`src/scd_pkg.sv`:
```
package scd_pkg;

    // ==========================================================
    // Widths
    // ==========================================================
    localparam int BANK_W = 3; // Bank address width
    localparam int ADDR_W = 15; // Row/column address width
    localparam int MR_W = 2; // Mode register select width

    // ==========================================================
    // Address field positions
    // ==========================================================
    localparam int AUTO_PRE_BIT = 10; // Auto-precharge / all-banks bit
    localparam int CHOP_BIT = 12; // On-the-fly chop select bit
    localparam int COL_W = 10; // Column address width
    localparam int COL_HI_BIT = 11; // Extra column bit above A10

    // ==========================================================
    // Mode register fields (burst length field of mode register 0)
    // ==========================================================
    localparam logic [1:0] MR_SEL_BURST = 2'h0; // Register holding burst mode
    localparam logic [1:0] BL_FIXED8 = 2'h0; // Fixed eight beats
    localparam logic [1:0] BL_OTF = 2'h1; // Chosen on the fly
    localparam logic [1:0] BL_FIXED4 = 2'h2; // Fixed four-beat chop
    localparam logic [1:0] BL_RESET = 2'h0; // Burst mode after reset

    // ==========================================================
    // Burst timing (clock cycles of data transfer, two beats a cycle)
    // ==========================================================
    localparam logic [2:0] BURST8_CYC = 3'h4; // Cycles for eight beats
    localparam logic [2:0] BURST4_CYC = 3'h2; // Cycles for four beats

    // ==========================================================
    // Decoded commands
    // ==========================================================
    typedef enum logic [3:0] {
        SCD_CMD_NONE = 4'h0, // No operation or deselect
        SCD_CMD_MRS = 4'h1, // Mode register set
        SCD_CMD_REF = 4'h2, // Refresh
        SCD_CMD_SR_ENTER = 4'h3, // Self refresh entry
        SCD_CMD_SR_EXIT = 4'h4, // Self refresh exit
        SCD_CMD_PRE = 4'h5, // Single bank precharge
        SCD_CMD_PRE_ALL = 4'h6, // Precharge all banks
        SCD_CMD_ACT = 4'h7, // Bank activate
        SCD_CMD_WRITE = 4'h8, // Write
        SCD_CMD_READ = 4'h9, // Read
        SCD_CMD_PD_ENTER = 4'ha, // Power-down entry
        SCD_CMD_PD_EXIT = 4'hb, // Power-down exit
        SCD_CMD_CAL_LONG = 4'hc, // Long impedance calibration
        SCD_CMD_CAL_SHORT = 4'hd, // Short impedance calibration
        SCD_CMD_RSVD = 4'he // Reserved, no action
    } scd_cmd_t;

    // Power state of the device
    typedef enum logic [1:0] {
        SCD_PWR_ON = 2'b00, // Normal operation
        SCD_PWR_DOWN = 2'b01, // Power-down
        SCD_PWR_SELF = 2'b11 // Self refresh
    } scd_pwr_t;

    // Command pins sampled on the clock edge
    typedef struct packed {
        logic cs_b; // Chip select, low active
        logic ras_b; // Row strobe, low active
        logic cas_b; // Column strobe, low active
        logic we_b; // Write enable, low active
        logic cke; // Clock enable
        logic [BANK_W-1:0] bank; // Bank address
        logic [ADDR_W-1:0] addr; // Address pins
    } scd_bus_t;

    // One decoded command
    typedef struct packed {
        logic valid; // Pulse: a command was taken
        scd_cmd_t cmd; // Which command
        logic [BANK_W-1:0] bank; // Target bank
        logic [ADDR_W-1:0] row; // Row address (activate)
        logic [COL_W:0] col; // Column address incl. A11
        logic auto_pre; // Auto-precharge requested
        logic chop4; // Four-beat chop in force
        logic [MR_W-1:0] mr_sel; // Mode register chosen
        logic [ADDR_W-1:0] opcode; // Mode register opcode
    } scd_dec_t;

endpackage
```
`src/scd_burst_track.sv`:
```
`timescale 1ns/1ps

// ==========================================================
// Counts the data cycles of a running burst
// ==========================================================
module scd_burst_track (
    input wire logic clk_sys_in,                    // System clock
    input wire logic rst_b_in,                      // Synchronous reset, low active
    input wire logic start_in,                      // Pulse: read or write taken
    input wire logic chop4_in,                      // Burst is a four-beat chop
    output logic busy_out                           // Burst in progress
);

    typedef struct packed {
        logic [2:0] left;                           // Data cycles still to run
    } scd_bt_state_t;

    scd_bt_state_t st_q;                            // Registered state
    scd_bt_state_t st_d;                            // Next state

    // Next state: a new burst may only load in the old one's last cycle or once it has ended
    always_comb begin
        st_d = st_q;
        if (st_q.left != 3'h0) begin
            st_d.left = st_q.left - 3'h1;
        end
        if (start_in && st_q.left <= 3'h1) begin
            st_d.left = chop4_in ? scd_pkg::BURST4_CYC : scd_pkg::BURST8_CYC;
        end
    end

    // State register
    always_ff @(posedge clk_sys_in) begin
        if (!rst_b_in) begin
            st_q <= '0;
        end else begin
            st_q <= st_d;
        end
    end

    assign busy_out = (st_q.left != 3'h0);

endmodule

```
`src/scd_cmd_table.sv`:
```
`timescale 1ns/1ps

// ==========================================================
// Pure truth-table lookup of the strobe and clock-enable levels
// ==========================================================
module scd_cmd_table (
    input wire scd_pkg::scd_bus_t bus_in,           // Pins sampled this edge
    input wire logic cke_prev_in,                   // Clock enable at last edge
    output scd_pkg::scd_cmd_t cmd_out               // Looked-up command
);

    // Match a four-bit strobe pattern, chip select first
    function automatic logic strobe_is(input scd_pkg::scd_bus_t b, input logic [3:0] pat);
        strobe_is = ({b.cs_b, b.ras_b, b.cas_b, b.we_b} == pat);
    endfunction

    // Table lookup
    always_comb begin
        cmd_out = scd_pkg::SCD_CMD_RSVD;
        if (cke_prev_in && bus_in.cke) begin
            // Clock enable steady high: ordinary commands
            if (bus_in.cs_b) begin
                cmd_out = scd_pkg::SCD_CMD_NONE;
            end else if (strobe_is(bus_in, 4'h0)) begin
                cmd_out = scd_pkg::SCD_CMD_MRS;
            end else if (strobe_is(bus_in, 4'h1)) begin
                cmd_out = scd_pkg::SCD_CMD_REF;
            end else if (strobe_is(bus_in, 4'h2)) begin
                cmd_out = bus_in.addr[scd_pkg::AUTO_PRE_BIT] ? scd_pkg::SCD_CMD_PRE_ALL
                                                             : scd_pkg::SCD_CMD_PRE;
            end else if (strobe_is(bus_in, 4'h3)) begin
                cmd_out = scd_pkg::SCD_CMD_ACT;
            end else if (strobe_is(bus_in, 4'h4)) begin
                cmd_out = scd_pkg::SCD_CMD_WRITE;
            end else if (strobe_is(bus_in, 4'h5)) begin
                cmd_out = scd_pkg::SCD_CMD_READ;
            end else if (strobe_is(bus_in, 4'h6)) begin
                cmd_out = bus_in.addr[scd_pkg::AUTO_PRE_BIT] ? scd_pkg::SCD_CMD_CAL_LONG
                                                             : scd_pkg::SCD_CMD_CAL_SHORT;
            end else begin
                cmd_out = scd_pkg::SCD_CMD_NONE;
            end
        end else if (cke_prev_in && !bus_in.cke) begin
            // Clock enable falling: self refresh or power-down entry
            if (strobe_is(bus_in, 4'h1)) begin
                cmd_out = scd_pkg::SCD_CMD_SR_ENTER;
            end else if (bus_in.cs_b || strobe_is(bus_in, 4'h7)) begin
                cmd_out = scd_pkg::SCD_CMD_PD_ENTER;
            end
        end else if (!cke_prev_in && bus_in.cke) begin
            // Clock enable rising: exit, only with no-operation or deselect
            if (bus_in.cs_b || strobe_is(bus_in, 4'h7)) begin
                cmd_out = scd_pkg::SCD_CMD_PD_EXIT;
            end
        end else begin
            // Clock enable steady low: stay where we are
            cmd_out = scd_pkg::SCD_CMD_NONE;
        end
    end

endmodule

```
`src/scd_decoder.sv`:
```
`timescale 1ns/1ps

// What this block does
// [RQ1] Decode only from strobes sampled on edge
// [RQ2] Controller keeps device reset high always; the bench holds rst_b_in low for its first five cycles
// [RQ3] Mode set: bank picks register, address opcode
// [RQ4] Bank bits pick target for bank commands
// [RQ5] Activate takes row address from pins
// [RQ6] Precharge: A10 low one bank, high all
// [RQ7] Write: A10 auto-precharge, A12 chop if enabled
// [RQ8] Read: same options as write
// [RQ9] Refresh if enable high; falling enters self refresh
// [RQ10] Calibration: A10 high long, low short
// [RQ11] Bursts run whole; length follows mode register
// [RQ12] No refresh while in power-down
// [RQ13] Termination off in self refresh
// [RQ14] Self refresh exits at once on enable rise
// [RQ15] Controller waits 512 cycles before first write; the bench issues its first write 16 cycles after reset
// [RQ16] No-operation never aborts running operation
// [RQ17] Deselect ignores pins, acts as no-operation
// [RQ18] Controller: only idle commands around power changes; t_idle drives an activate strobe as the enable falls
// [RQ19] Controller holds enable level for minimum pulse
// [RQ20] Reserved combinations take no action

// ==========================================================
// Command decoder of an eight-bank DDR SDRAM
// ==========================================================
module scd_decoder (
    input wire logic clk_sys_in,                    // System clock, 250 MHz
    input wire logic rst_b_in,                      // Synchronous reset, low active
    input wire scd_pkg::scd_bus_t bus_in,           // Command and address pins
    input wire logic term_req_in,                   // Termination control pin
    output scd_pkg::scd_dec_t dec_out,              // Decoded command, registered
    output logic [1:0] burst_mode_out,              // Burst length field in force
    output scd_pkg::scd_pwr_t pwr_out,              // Power state
    output logic refresh_out,                       // Pulse: refresh performed
    output logic burst_busy_out,                    // Data burst in progress
    output logic term_en_out                        // Termination enabled
);

    // ==========================================================
    // State
    // ==========================================================
    typedef struct packed {
        logic cke_prev;                             // Clock enable at last edge
        scd_pkg::scd_pwr_t pwr;                     // Power state
        logic [1:0] burst_mode;                     // Burst length setting
        scd_pkg::scd_dec_t dec;                     // Last decoded command
        logic refresh;                              // Refresh pulse
    } scd_state_t;

    scd_state_t st_q;                               // Registered state
    scd_state_t st_d;                               // Next state
    scd_pkg::scd_cmd_t raw_cmd;                     // Table lookup result
    logic burst_busy;                               // Burst counter running
    logic sr_exit_now;                              // Enable rose while in self refresh

    // Truth table lookup
    scd_cmd_table u_table (
        .bus_in(bus_in),
        .cke_prev_in(st_q.cke_prev),
        .cmd_out(raw_cmd)
    );

    // Burst counter; a read or write taken with at most one burst cycle left always runs to the end
    scd_burst_track u_burst (
        .clk_sys_in(clk_sys_in),
        .rst_b_in(rst_b_in),
        .start_in(st_d.dec.valid && (st_d.dec.cmd == scd_pkg::SCD_CMD_READ ||
                                     st_d.dec.cmd == scd_pkg::SCD_CMD_WRITE)),
        .chop4_in(st_d.dec.chop4),
        .busy_out(burst_busy)
    );

    // Chop decision from mode setting and address bit 12
    function automatic logic chop_sel(input logic [1:0] mode, input logic a12);
        chop_sel = (mode == scd_pkg::BL_FIXED4) ||
                   ((mode == scd_pkg::BL_OTF) && !a12);
    endfunction

    // Self refresh leaves as soon as the enable pin rises, not at an edge
    assign sr_exit_now = (st_q.pwr == scd_pkg::SCD_PWR_SELF) && bus_in.cke; // RQ14

    // ==========================================================
    // Next-state logic
    // ==========================================================
    always_comb begin
        st_d = st_q;
        st_d.cke_prev = bus_in.cke; // RQ1
        st_d.refresh = 1'b0;
        st_d.dec = '0;
        st_d.dec.cmd = raw_cmd; // RQ1
        case (raw_cmd)
            scd_pkg::SCD_CMD_MRS: begin
                // Bank bits choose register, address carries opcode
                st_d.dec.valid = 1'b1;
                st_d.dec.mr_sel = bus_in.bank[scd_pkg::MR_W-1:0]; // RQ3
                st_d.dec.opcode = bus_in.addr; // RQ3
                if (bus_in.bank[scd_pkg::MR_W-1:0] == scd_pkg::MR_SEL_BURST) begin
                    st_d.burst_mode = bus_in.addr[1:0]; // RQ11
                end
            end
            scd_pkg::SCD_CMD_REF: begin
                // Refresh only while awake
                st_d.dec.valid = 1'b1;
                st_d.refresh = (st_q.pwr == scd_pkg::SCD_PWR_ON); // RQ9 RQ12
            end
            scd_pkg::SCD_CMD_SR_ENTER: begin
                st_d.dec.valid = 1'b1;
                st_d.pwr = scd_pkg::SCD_PWR_SELF; // RQ9
            end
            scd_pkg::SCD_CMD_PRE: begin
                st_d.dec.valid = 1'b1;
                st_d.dec.bank = bus_in.bank; // RQ4 RQ6
            end
            scd_pkg::SCD_CMD_PRE_ALL: begin
                // Bank bits ignored when closing every bank
                st_d.dec.valid = 1'b1; // RQ6
            end
            scd_pkg::SCD_CMD_ACT: begin
                st_d.dec.valid = 1'b1;
                st_d.dec.bank = bus_in.bank; // RQ4
                st_d.dec.row = bus_in.addr; // RQ5
            end
            scd_pkg::SCD_CMD_WRITE,
            scd_pkg::SCD_CMD_READ: begin
                // Column, auto-precharge and chop for both directions
                st_d.dec.valid = 1'b1;
                st_d.dec.bank = bus_in.bank; // RQ4
                st_d.dec.col = {bus_in.addr[scd_pkg::COL_HI_BIT],
                                bus_in.addr[scd_pkg::COL_W-1:0]};
                st_d.dec.auto_pre = bus_in.addr[scd_pkg::AUTO_PRE_BIT]; // RQ7 RQ8
                st_d.dec.chop4 = chop_sel(st_q.burst_mode,
                                          bus_in.addr[scd_pkg::CHOP_BIT]); // RQ7 RQ8 RQ11
            end
            scd_pkg::SCD_CMD_PD_ENTER: begin
                st_d.dec.valid = 1'b1;
                st_d.pwr = scd_pkg::SCD_PWR_DOWN;
            end
            scd_pkg::SCD_CMD_PD_EXIT: begin
                // Rising enable leaves whichever low-power state we are in
                st_d.dec.valid = 1'b1;
                if (st_q.pwr == scd_pkg::SCD_PWR_SELF) begin
                    st_d.dec.cmd = scd_pkg::SCD_CMD_SR_EXIT;
                end
                st_d.pwr = scd_pkg::SCD_PWR_ON;
            end
            scd_pkg::SCD_CMD_CAL_LONG,
            scd_pkg::SCD_CMD_CAL_SHORT: begin
                // Only bit 10 matters
                st_d.dec.valid = 1'b1; // RQ10
            end
            scd_pkg::SCD_CMD_RSVD: begin
                // Undefined combination: nothing happens
                st_d.dec.cmd = scd_pkg::SCD_CMD_NONE; // RQ20
            end
            default: begin
                // No-operation or deselect: running burst untouched
                st_d.dec.cmd = scd_pkg::SCD_CMD_NONE; // RQ16 RQ17
            end
        endcase
        if (sr_exit_now) begin
            st_d.pwr = scd_pkg::SCD_PWR_ON; // RQ14
        end
    end

    // ==========================================================
    // State register
    // ==========================================================
    always_ff @(posedge clk_sys_in) begin
        if (!rst_b_in) begin
            st_q <= '0;
            st_q.burst_mode <= scd_pkg::BL_RESET;
            st_q.pwr <= scd_pkg::SCD_PWR_ON;
        end else begin
            st_q <= st_d;
        end
    end

    // ==========================================================
    // Outputs
    // ==========================================================
    assign dec_out = st_q.dec;
    assign burst_mode_out = st_q.burst_mode;
    assign pwr_out = sr_exit_now ? scd_pkg::SCD_PWR_ON : st_q.pwr; // RQ14
    assign refresh_out = st_q.refresh;
    assign burst_busy_out = burst_busy; // RQ11
    // Termination follows its pin but is forced off in self refresh
    assign term_en_out = term_req_in && (pwr_out != scd_pkg::SCD_PWR_SELF); // RQ13

endmodule

```
`config.mk`:
```
export PLATFORM = sky130hd
export DESIGN_NAME = scd_decoder
export DESIGN_NICKNAME = d
export VERILOG_FILES = /design/src/scd_pkg.sv /design/src/scd_burst_track.sv /design/src/scd_cmd_table.sv /design/src/scd_decoder.sv
export SDC_FILE = /design/constraint.sdc
export NUM_CORES = 1
export LEC_CHECK = 0
export BUFFER_PORTS_ARGS = -buffer_cell sky130_fd_sc_hd__buf_4
export CAP_MARGIN = 20
export CORE_MARGIN = 8
export CORE_UTILIZATION = 51
export CTS_CLUSTER_DIAMETER = 50
export DETAILED_ROUTE_END_ITERATION = 7
export GPL_TIMING_DRIVEN = 0
export PLACE_DENSITY = 0.82
export SYNTH_ARGS = -nofsm -noshare
export SYNTH_HDL_FRONTEND = slang
export SYNTH_SLANG_ARGS = --single-unit
```
`constraint.sdc`:
```
create_clock -name clk_sys_in -period 2.3 [get_ports clk_sys_in]
set_input_delay 0 -clock clk_sys_in [delete_from_list [all_inputs] [get_ports clk_sys_in]]
set_output_delay 0 -clock clk_sys_in [all_outputs]
set_load 0.03 [all_outputs]
```
Word level (Yosys, flattened, before mapping)
Index checks and enable logic that the tools add are counted.

Add/sub/neg operators: 1. Order comparisons: 1. Equal/unequal tests: 25. Mux-type cells: 25. Bitwise gates (word level): 1. Reduce and logical (&&, ||, !) cells: 31.

Operators with widths (count): 4-bit two-way mux (13); 4-bit equality test (second input constant) (8); 4-bit by 3-bit equality test with 1-bit output (second input constant) (7); 4-bit by 2-bit equality test with 1-bit output (second input constant) (4); 3-bit two-way mux (5); 2-bit AND reduction (6); 12-bit OR reduction (1); 11-bit OR reduction (1); 4-bit by 1-bit equality test with 1-bit output (second input constant) (2); 1-bit logical AND (8); 4-bit one-hot mux with 2 select lines (1); 2-bit one-hot mux with 3 select lines (1); 3-bit nonzero test (2); 2-bit equality test (second input constant) (2); 2-bit logical NOT (2); 4-bit logical NOT (1); 2-bit two-way mux (2); 2-bit OR reduction (2); 4-bit OR reduction (1); 3-bit by 1-bit <= comparator with 1-bit output (second input constant) (1); 1-bit logical NOT (3); 1-bit logical OR (3); 1-bit two-way mux (3); 3-bit by 1-bit subtractor with 3-bit output (second input constant) (1); 4 further kinds (4).

Register bits after elaboration: 62. Bits of input ports: 26. Output and inout port bits: 60. Logic and storage cells: 98.

Logic depth before layout (Yosys ltp)
Depth in word-level cells: 18. Mapped depth: 8. Mapped depth without buffers: 7.

Cells and area by module
Synthesis repeated with hierarchy kept, for this count alone.

Cells, all modules: 267. Area total of the unflattened synthesis: 2665.1 um^2.

Modules (own cells, without submodules): scd_decoder (times used 1, cells each 218, area each 2263.4 um^2, sequential area each 1181.1 um^2); scd_burst_track (times used 1, cells each 22, area each 217.7 um^2, sequential area each 60.1 um^2); scd_cmd_table (times used 1, cells each 27, area each 183.9 um^2, sequential area each 0.0 um^2).

Worst setup path after synthesis
OpenSTA, ideal clock, no wires.

Kind: register to register. Start point: register st_q[58] in the netlist's numbering. End point: register u_burst.st_q[1] in the netlist's numbering. Library setup time: 0.121 ns. Arrival: 1.874 ns. Data required time: 2.179 ns. Setup slack: 0.305 ns. Cell stages (with the launch flop): 7. Buffers on the path: 0. Period minus slack after synthesis: 1.995 ns. Cell sequence: dfxtp_1 > ha_1 > nand2b_2 > a211o_1 > a2111o_1 > nand2b_4 > mux2_4.

Longest elaborated chain between the ends: 13. Elaborated cells between the ends (all ways): 34. Classes of those cells: eq/ne: 14; mux: 9; reduce/logical: 11.

RTL lines: start: declaration (line scd_decoder.sv:52) `scd_state_t st_q;`; start signal: assignment (line scd_decoder.sv:176) `st_q <= st_d;`; 1-bit logical NOT (line scd_cmd_table.sv:50) `end else if (!cke_prev_in && bus_in.cke) begin`; 1-bit logical AND (line scd_cmd_table.sv:50); 4-bit two-way mux (line scd_cmd_table.sv:50); 4-bit two-way mux (line scd_cmd_table.sv:43) `end else if (cke_prev_in && !bus_in.cke) begin`; 4-bit two-way mux (*) (line scd_cmd_table.sv:20) `if (cke_prev_in && bus_in.cke) begin`; 4-bit equality test, or another cell as far along (line scd_decoder.sv:93) `case (raw_cmd)`; 11-bit OR reduction (no source line); 4-bit one-hot mux with 2 select lines (line scd_decoder.sv:93); 4-bit equality test, on equally long branches (line scd_decoder.sv:69, scd_decoder.sv:70); 1-bit logical OR (line scd_decoder.sv:69) `.start_in(st_d.dec.valid && (st_d.dec.cmd == scd_pkg::SCD_CMD_READ ||`; 1-bit logical AND (line scd_decoder.sv:69); 1-bit logical AND (line scd_burst_track.sv:27) `if (start_in && st_q.left <= 3'h1) begin`; 3-bit two-way mux or 2-bit nonzero test (tied branches); end signal: assignment (line scd_burst_track.sv:37) `st_q <= st_d;`; end: declaration (line scd_burst_track.sv:18) `scd_bt_state_t st_q;`.

Mark *: on every way between the ends. The rest lies on a longest branch, timed or not. A chain may end at the register's enable or synchronous reset.

Worst setup path after layout
Ends and elaborated chain as after synthesis.

==> results.yml <==
status:
  outcome: "complete, no violations"
cts:
  clk_pin_slew_ns: 0.07
  cts_tree: "built"
  clock-sinks: 62
  htree_levels: 3
  clk_path_buf_depth: 2
  cts-root-buf: "clkbuf_8"
  cts_buffers: 9
  clock_latency_ns: 0.33
logic_synthesis:
  synth_enable_flop_cells: 0
  synth_cells: 271
  synth-seq-cells: 62
  synth.top_cells.by_area: "dfxtp_1, buf_4, and2_1, ha_1, mux2i_1"
  avgSynthCellArea_um2: 10.16
  synthDistinctLibCells: 49
  synth.largest_area_cell: "dfxtp_1"
  syn_nets: 303
  ys.flop_type: "dfxtp_1"
  yosysWarnings: 0
  synth.top_cell.area_share_pct: 45.09
  synthArstFlopShare_pct: 0
  yosysSeqAreaShare_pct: 45.09
  syn_area_um2: 2753
floorplanning:
  core_area_um2: 5172
  die_h_um: 89.47
  io_pins: 86
  start_util_pct: 53.22
  dieArea_um2: 8004
  die_w_um: 89.47
  row_count: 26
grt:
  grt_pass1_wl_um: 9860
  gr-usage-all-layers_pct: 16.46
  grt_antenna_before_repair: 0
  grt_max_degree: 11
  grt_pass1_vias: 2125
  grt_overflow: 0
drt:
  routedWlPerCell_um: 13.81
  drc: 0
  num_vias: 2053
  dr.first_iter.drc_count: 58
  ant_nets: 0
  first_pass_iters: 5
  drt-vias-per-instance: 4.473
  finalWirelength_um: 6340
critical_path:
  start_kind: "register"
  path_class: "reg2reg"
  max_stage_delay_ns: 0.41
  cpLargestDelayFamily: "compound AO/OA/AOI/OAI gates"
  critPathBufInv: 0
  worst-path-max-fanout: 8
  cp-end-kind: "register"
  crit_required_ns: 2.52
  crit_path_top_delay_cell: "a2111o_1"
  critPathArrivalTime_ns: 2.36
  path_cells: "ha_2 > nand2b_2 > a211o_1 > a2111o_1 > nand2b_4 > mux2_4"
sta:
  hold_viol: 0
  slew_headroom_pct: 64.13
  drv_slew: 0
  skew_ns: 0.005394
  setup_viol: 0
  fin_tns_setup_ns: 0
  setup_ws_ns: 0.1623
  fin_crit_ns: 2.138
  rsz0062_at_grt: "no"
  tightest_slew_ns: 0.5332
  max_freq_ghz: 0.4678
  period_share_pct: 92.94
cells_and_area:
  areaGrowthSynthToFinish_pct: 41.09
  antenna_cells: 0
  regArea_um2: 1241
  drive_above_1_share_pct: 44.22
  layout.nets: 418
  mostFrequentLayoutCells: "buf_4, dfxtp_1, and2_1"
  layout_commonest_cell: "buf_4"
  multi_input_area_um2: 1045
  fill_cells: 360
power:
  p_comb_share_pct: 20.2
  power_leakage_uw: 0.001905
  p_switching_uw: 677.0
  totalPowerFinal_uw: 2592
  seqPwrFrac_pct: 44.0
  p_int_uw: 1915
  powerDensity_nw_per_um2: 667.4
  vdd_ir_drop_max_uv: 665.3
  p_sw_share_pct: 26.12
  p_clk_share_pct: 35.8
place:
  post-place-ws_ns: -0.01100
  gp_congestion: 0.8889
  hpwl_um: 4536
  portBuffers: 82
min_path:
  holdCritPathClass: "in2reg"
job:
  max_cap_violations: 0
## cells in the mapped netlist, types with 2 or more instances
cell type  instances
a211oi_1           3
a21boi_0           4
a21oi_1            9
a31oi_1            2
and2_1            45
and3_1             2
and4b_1            2
buf_2              3
buf_4             55
buf_6              2
dfxtp_1           62
ha_1               6
inv_1              9
mux2i_1            5
nand2_1           11
nand3_1            3
nor2_1             8
nor2b_1            3
nor3_1             2
o21a_1             2
o21ai_0            4
xnor2_1            2
## final cells by class
cell class	instances	share of cell area, %
Inverter	9	0.8698
Buffer	62	11.82
Clock buffer	13	4.091
Sequential cell	62	31.96
Multi-Input combinational cell	138	26.90
Clock inverter	1	0.7732
Timing Repair Buffer	104	21.33
Tap cell	70	2.255
## worst paths after layout
path / from / to / slack, ns / cells past startpoint
setup / recovery: st_q[58] / u_burst.st_q[1] / 0.16 / 6
hold / removal: rst_b_in / st_q[58] / 0.06 / 3
setup reg to reg: st_q[58] / u_burst.st_q[1] / 0.16 / 6
hold reg to reg: burst_mode_out[0] / burst_mode_out[0] / 0.50 / 2
## power groups by stage
stage          combinational (µW)  sequential, µW  clock, µW
2_1_floorplan                 341            1160          0
3_3_place_gp                  472            1160          0
3_5_place_dp                  483            1160          0
4_1_cts                       515            1140        945
5_1_grt                       566            1150        987
6_report                      523            1140        928
## registers in the layout, summed over array words and instances (netlist names)
signal,flops
burst_mode_out,2
refresh_out,1
st_q,3
u_burst.st_q,3
dec_out,53
## logic make-up (layout without fill, tap and decap cells)
family,after synthesis,in the layout,synth area share (%)
simple gates,90,90,20.86
buf+inv,71,189,17.91
flops,62,62,45.09
compound gates,33,33,10.00
mux,7,7,2.773
fa+ha+maj,6,6,2.727
xor+xnor,2,2,0.6365
## worst min-delay path: cells and delay by family
kind	cells	cell delay, ns
buffers and inverters	2	0.24
and+or+nand+nor	1	0.12
## metal layers
layer / global-route usage [%] / vias to the layer above / wire (µm)
met5: 0 / - / 0
met4: 9.215 / 0 / 70
met3: 4.136 / 6 / 518
met2: 29.83 / 70 / 3202
met1: 16.86 / 913 / 2549
li1: - / 1064 / -
## stage by stage
stage | area, µm² | hold slack (ns) | std cells | utilization [%]
after floorplan | 2753 | 0.1217 | 271 | -
after global placement | 3456 | 0.2084 | 423 | 66.81
after detailed placement | 3456 | 0.2131 | 423 | 66.81
after CTS | 3835 | 0.03178 | 456 | 74.14
after global routing | 3884 | 0.08036 | 459 | 75.08
final | 3884 | 0.06188 | 459 | 75.08
## timing repair
| item | CTS | global route |
|---|---|---|
| hold buffers | 19 | 0 |
| pin swaps | 0 | 2 |
| endpoints found under the setup margin | 20 | 35 |
| gates resized for setup | 0 | 3 |
| endpoints found under the hold margin | 50 | 0 |
| buffers inserted | 0 | 3 |
No activity file was read; power rests on OpenSTA's default activity.
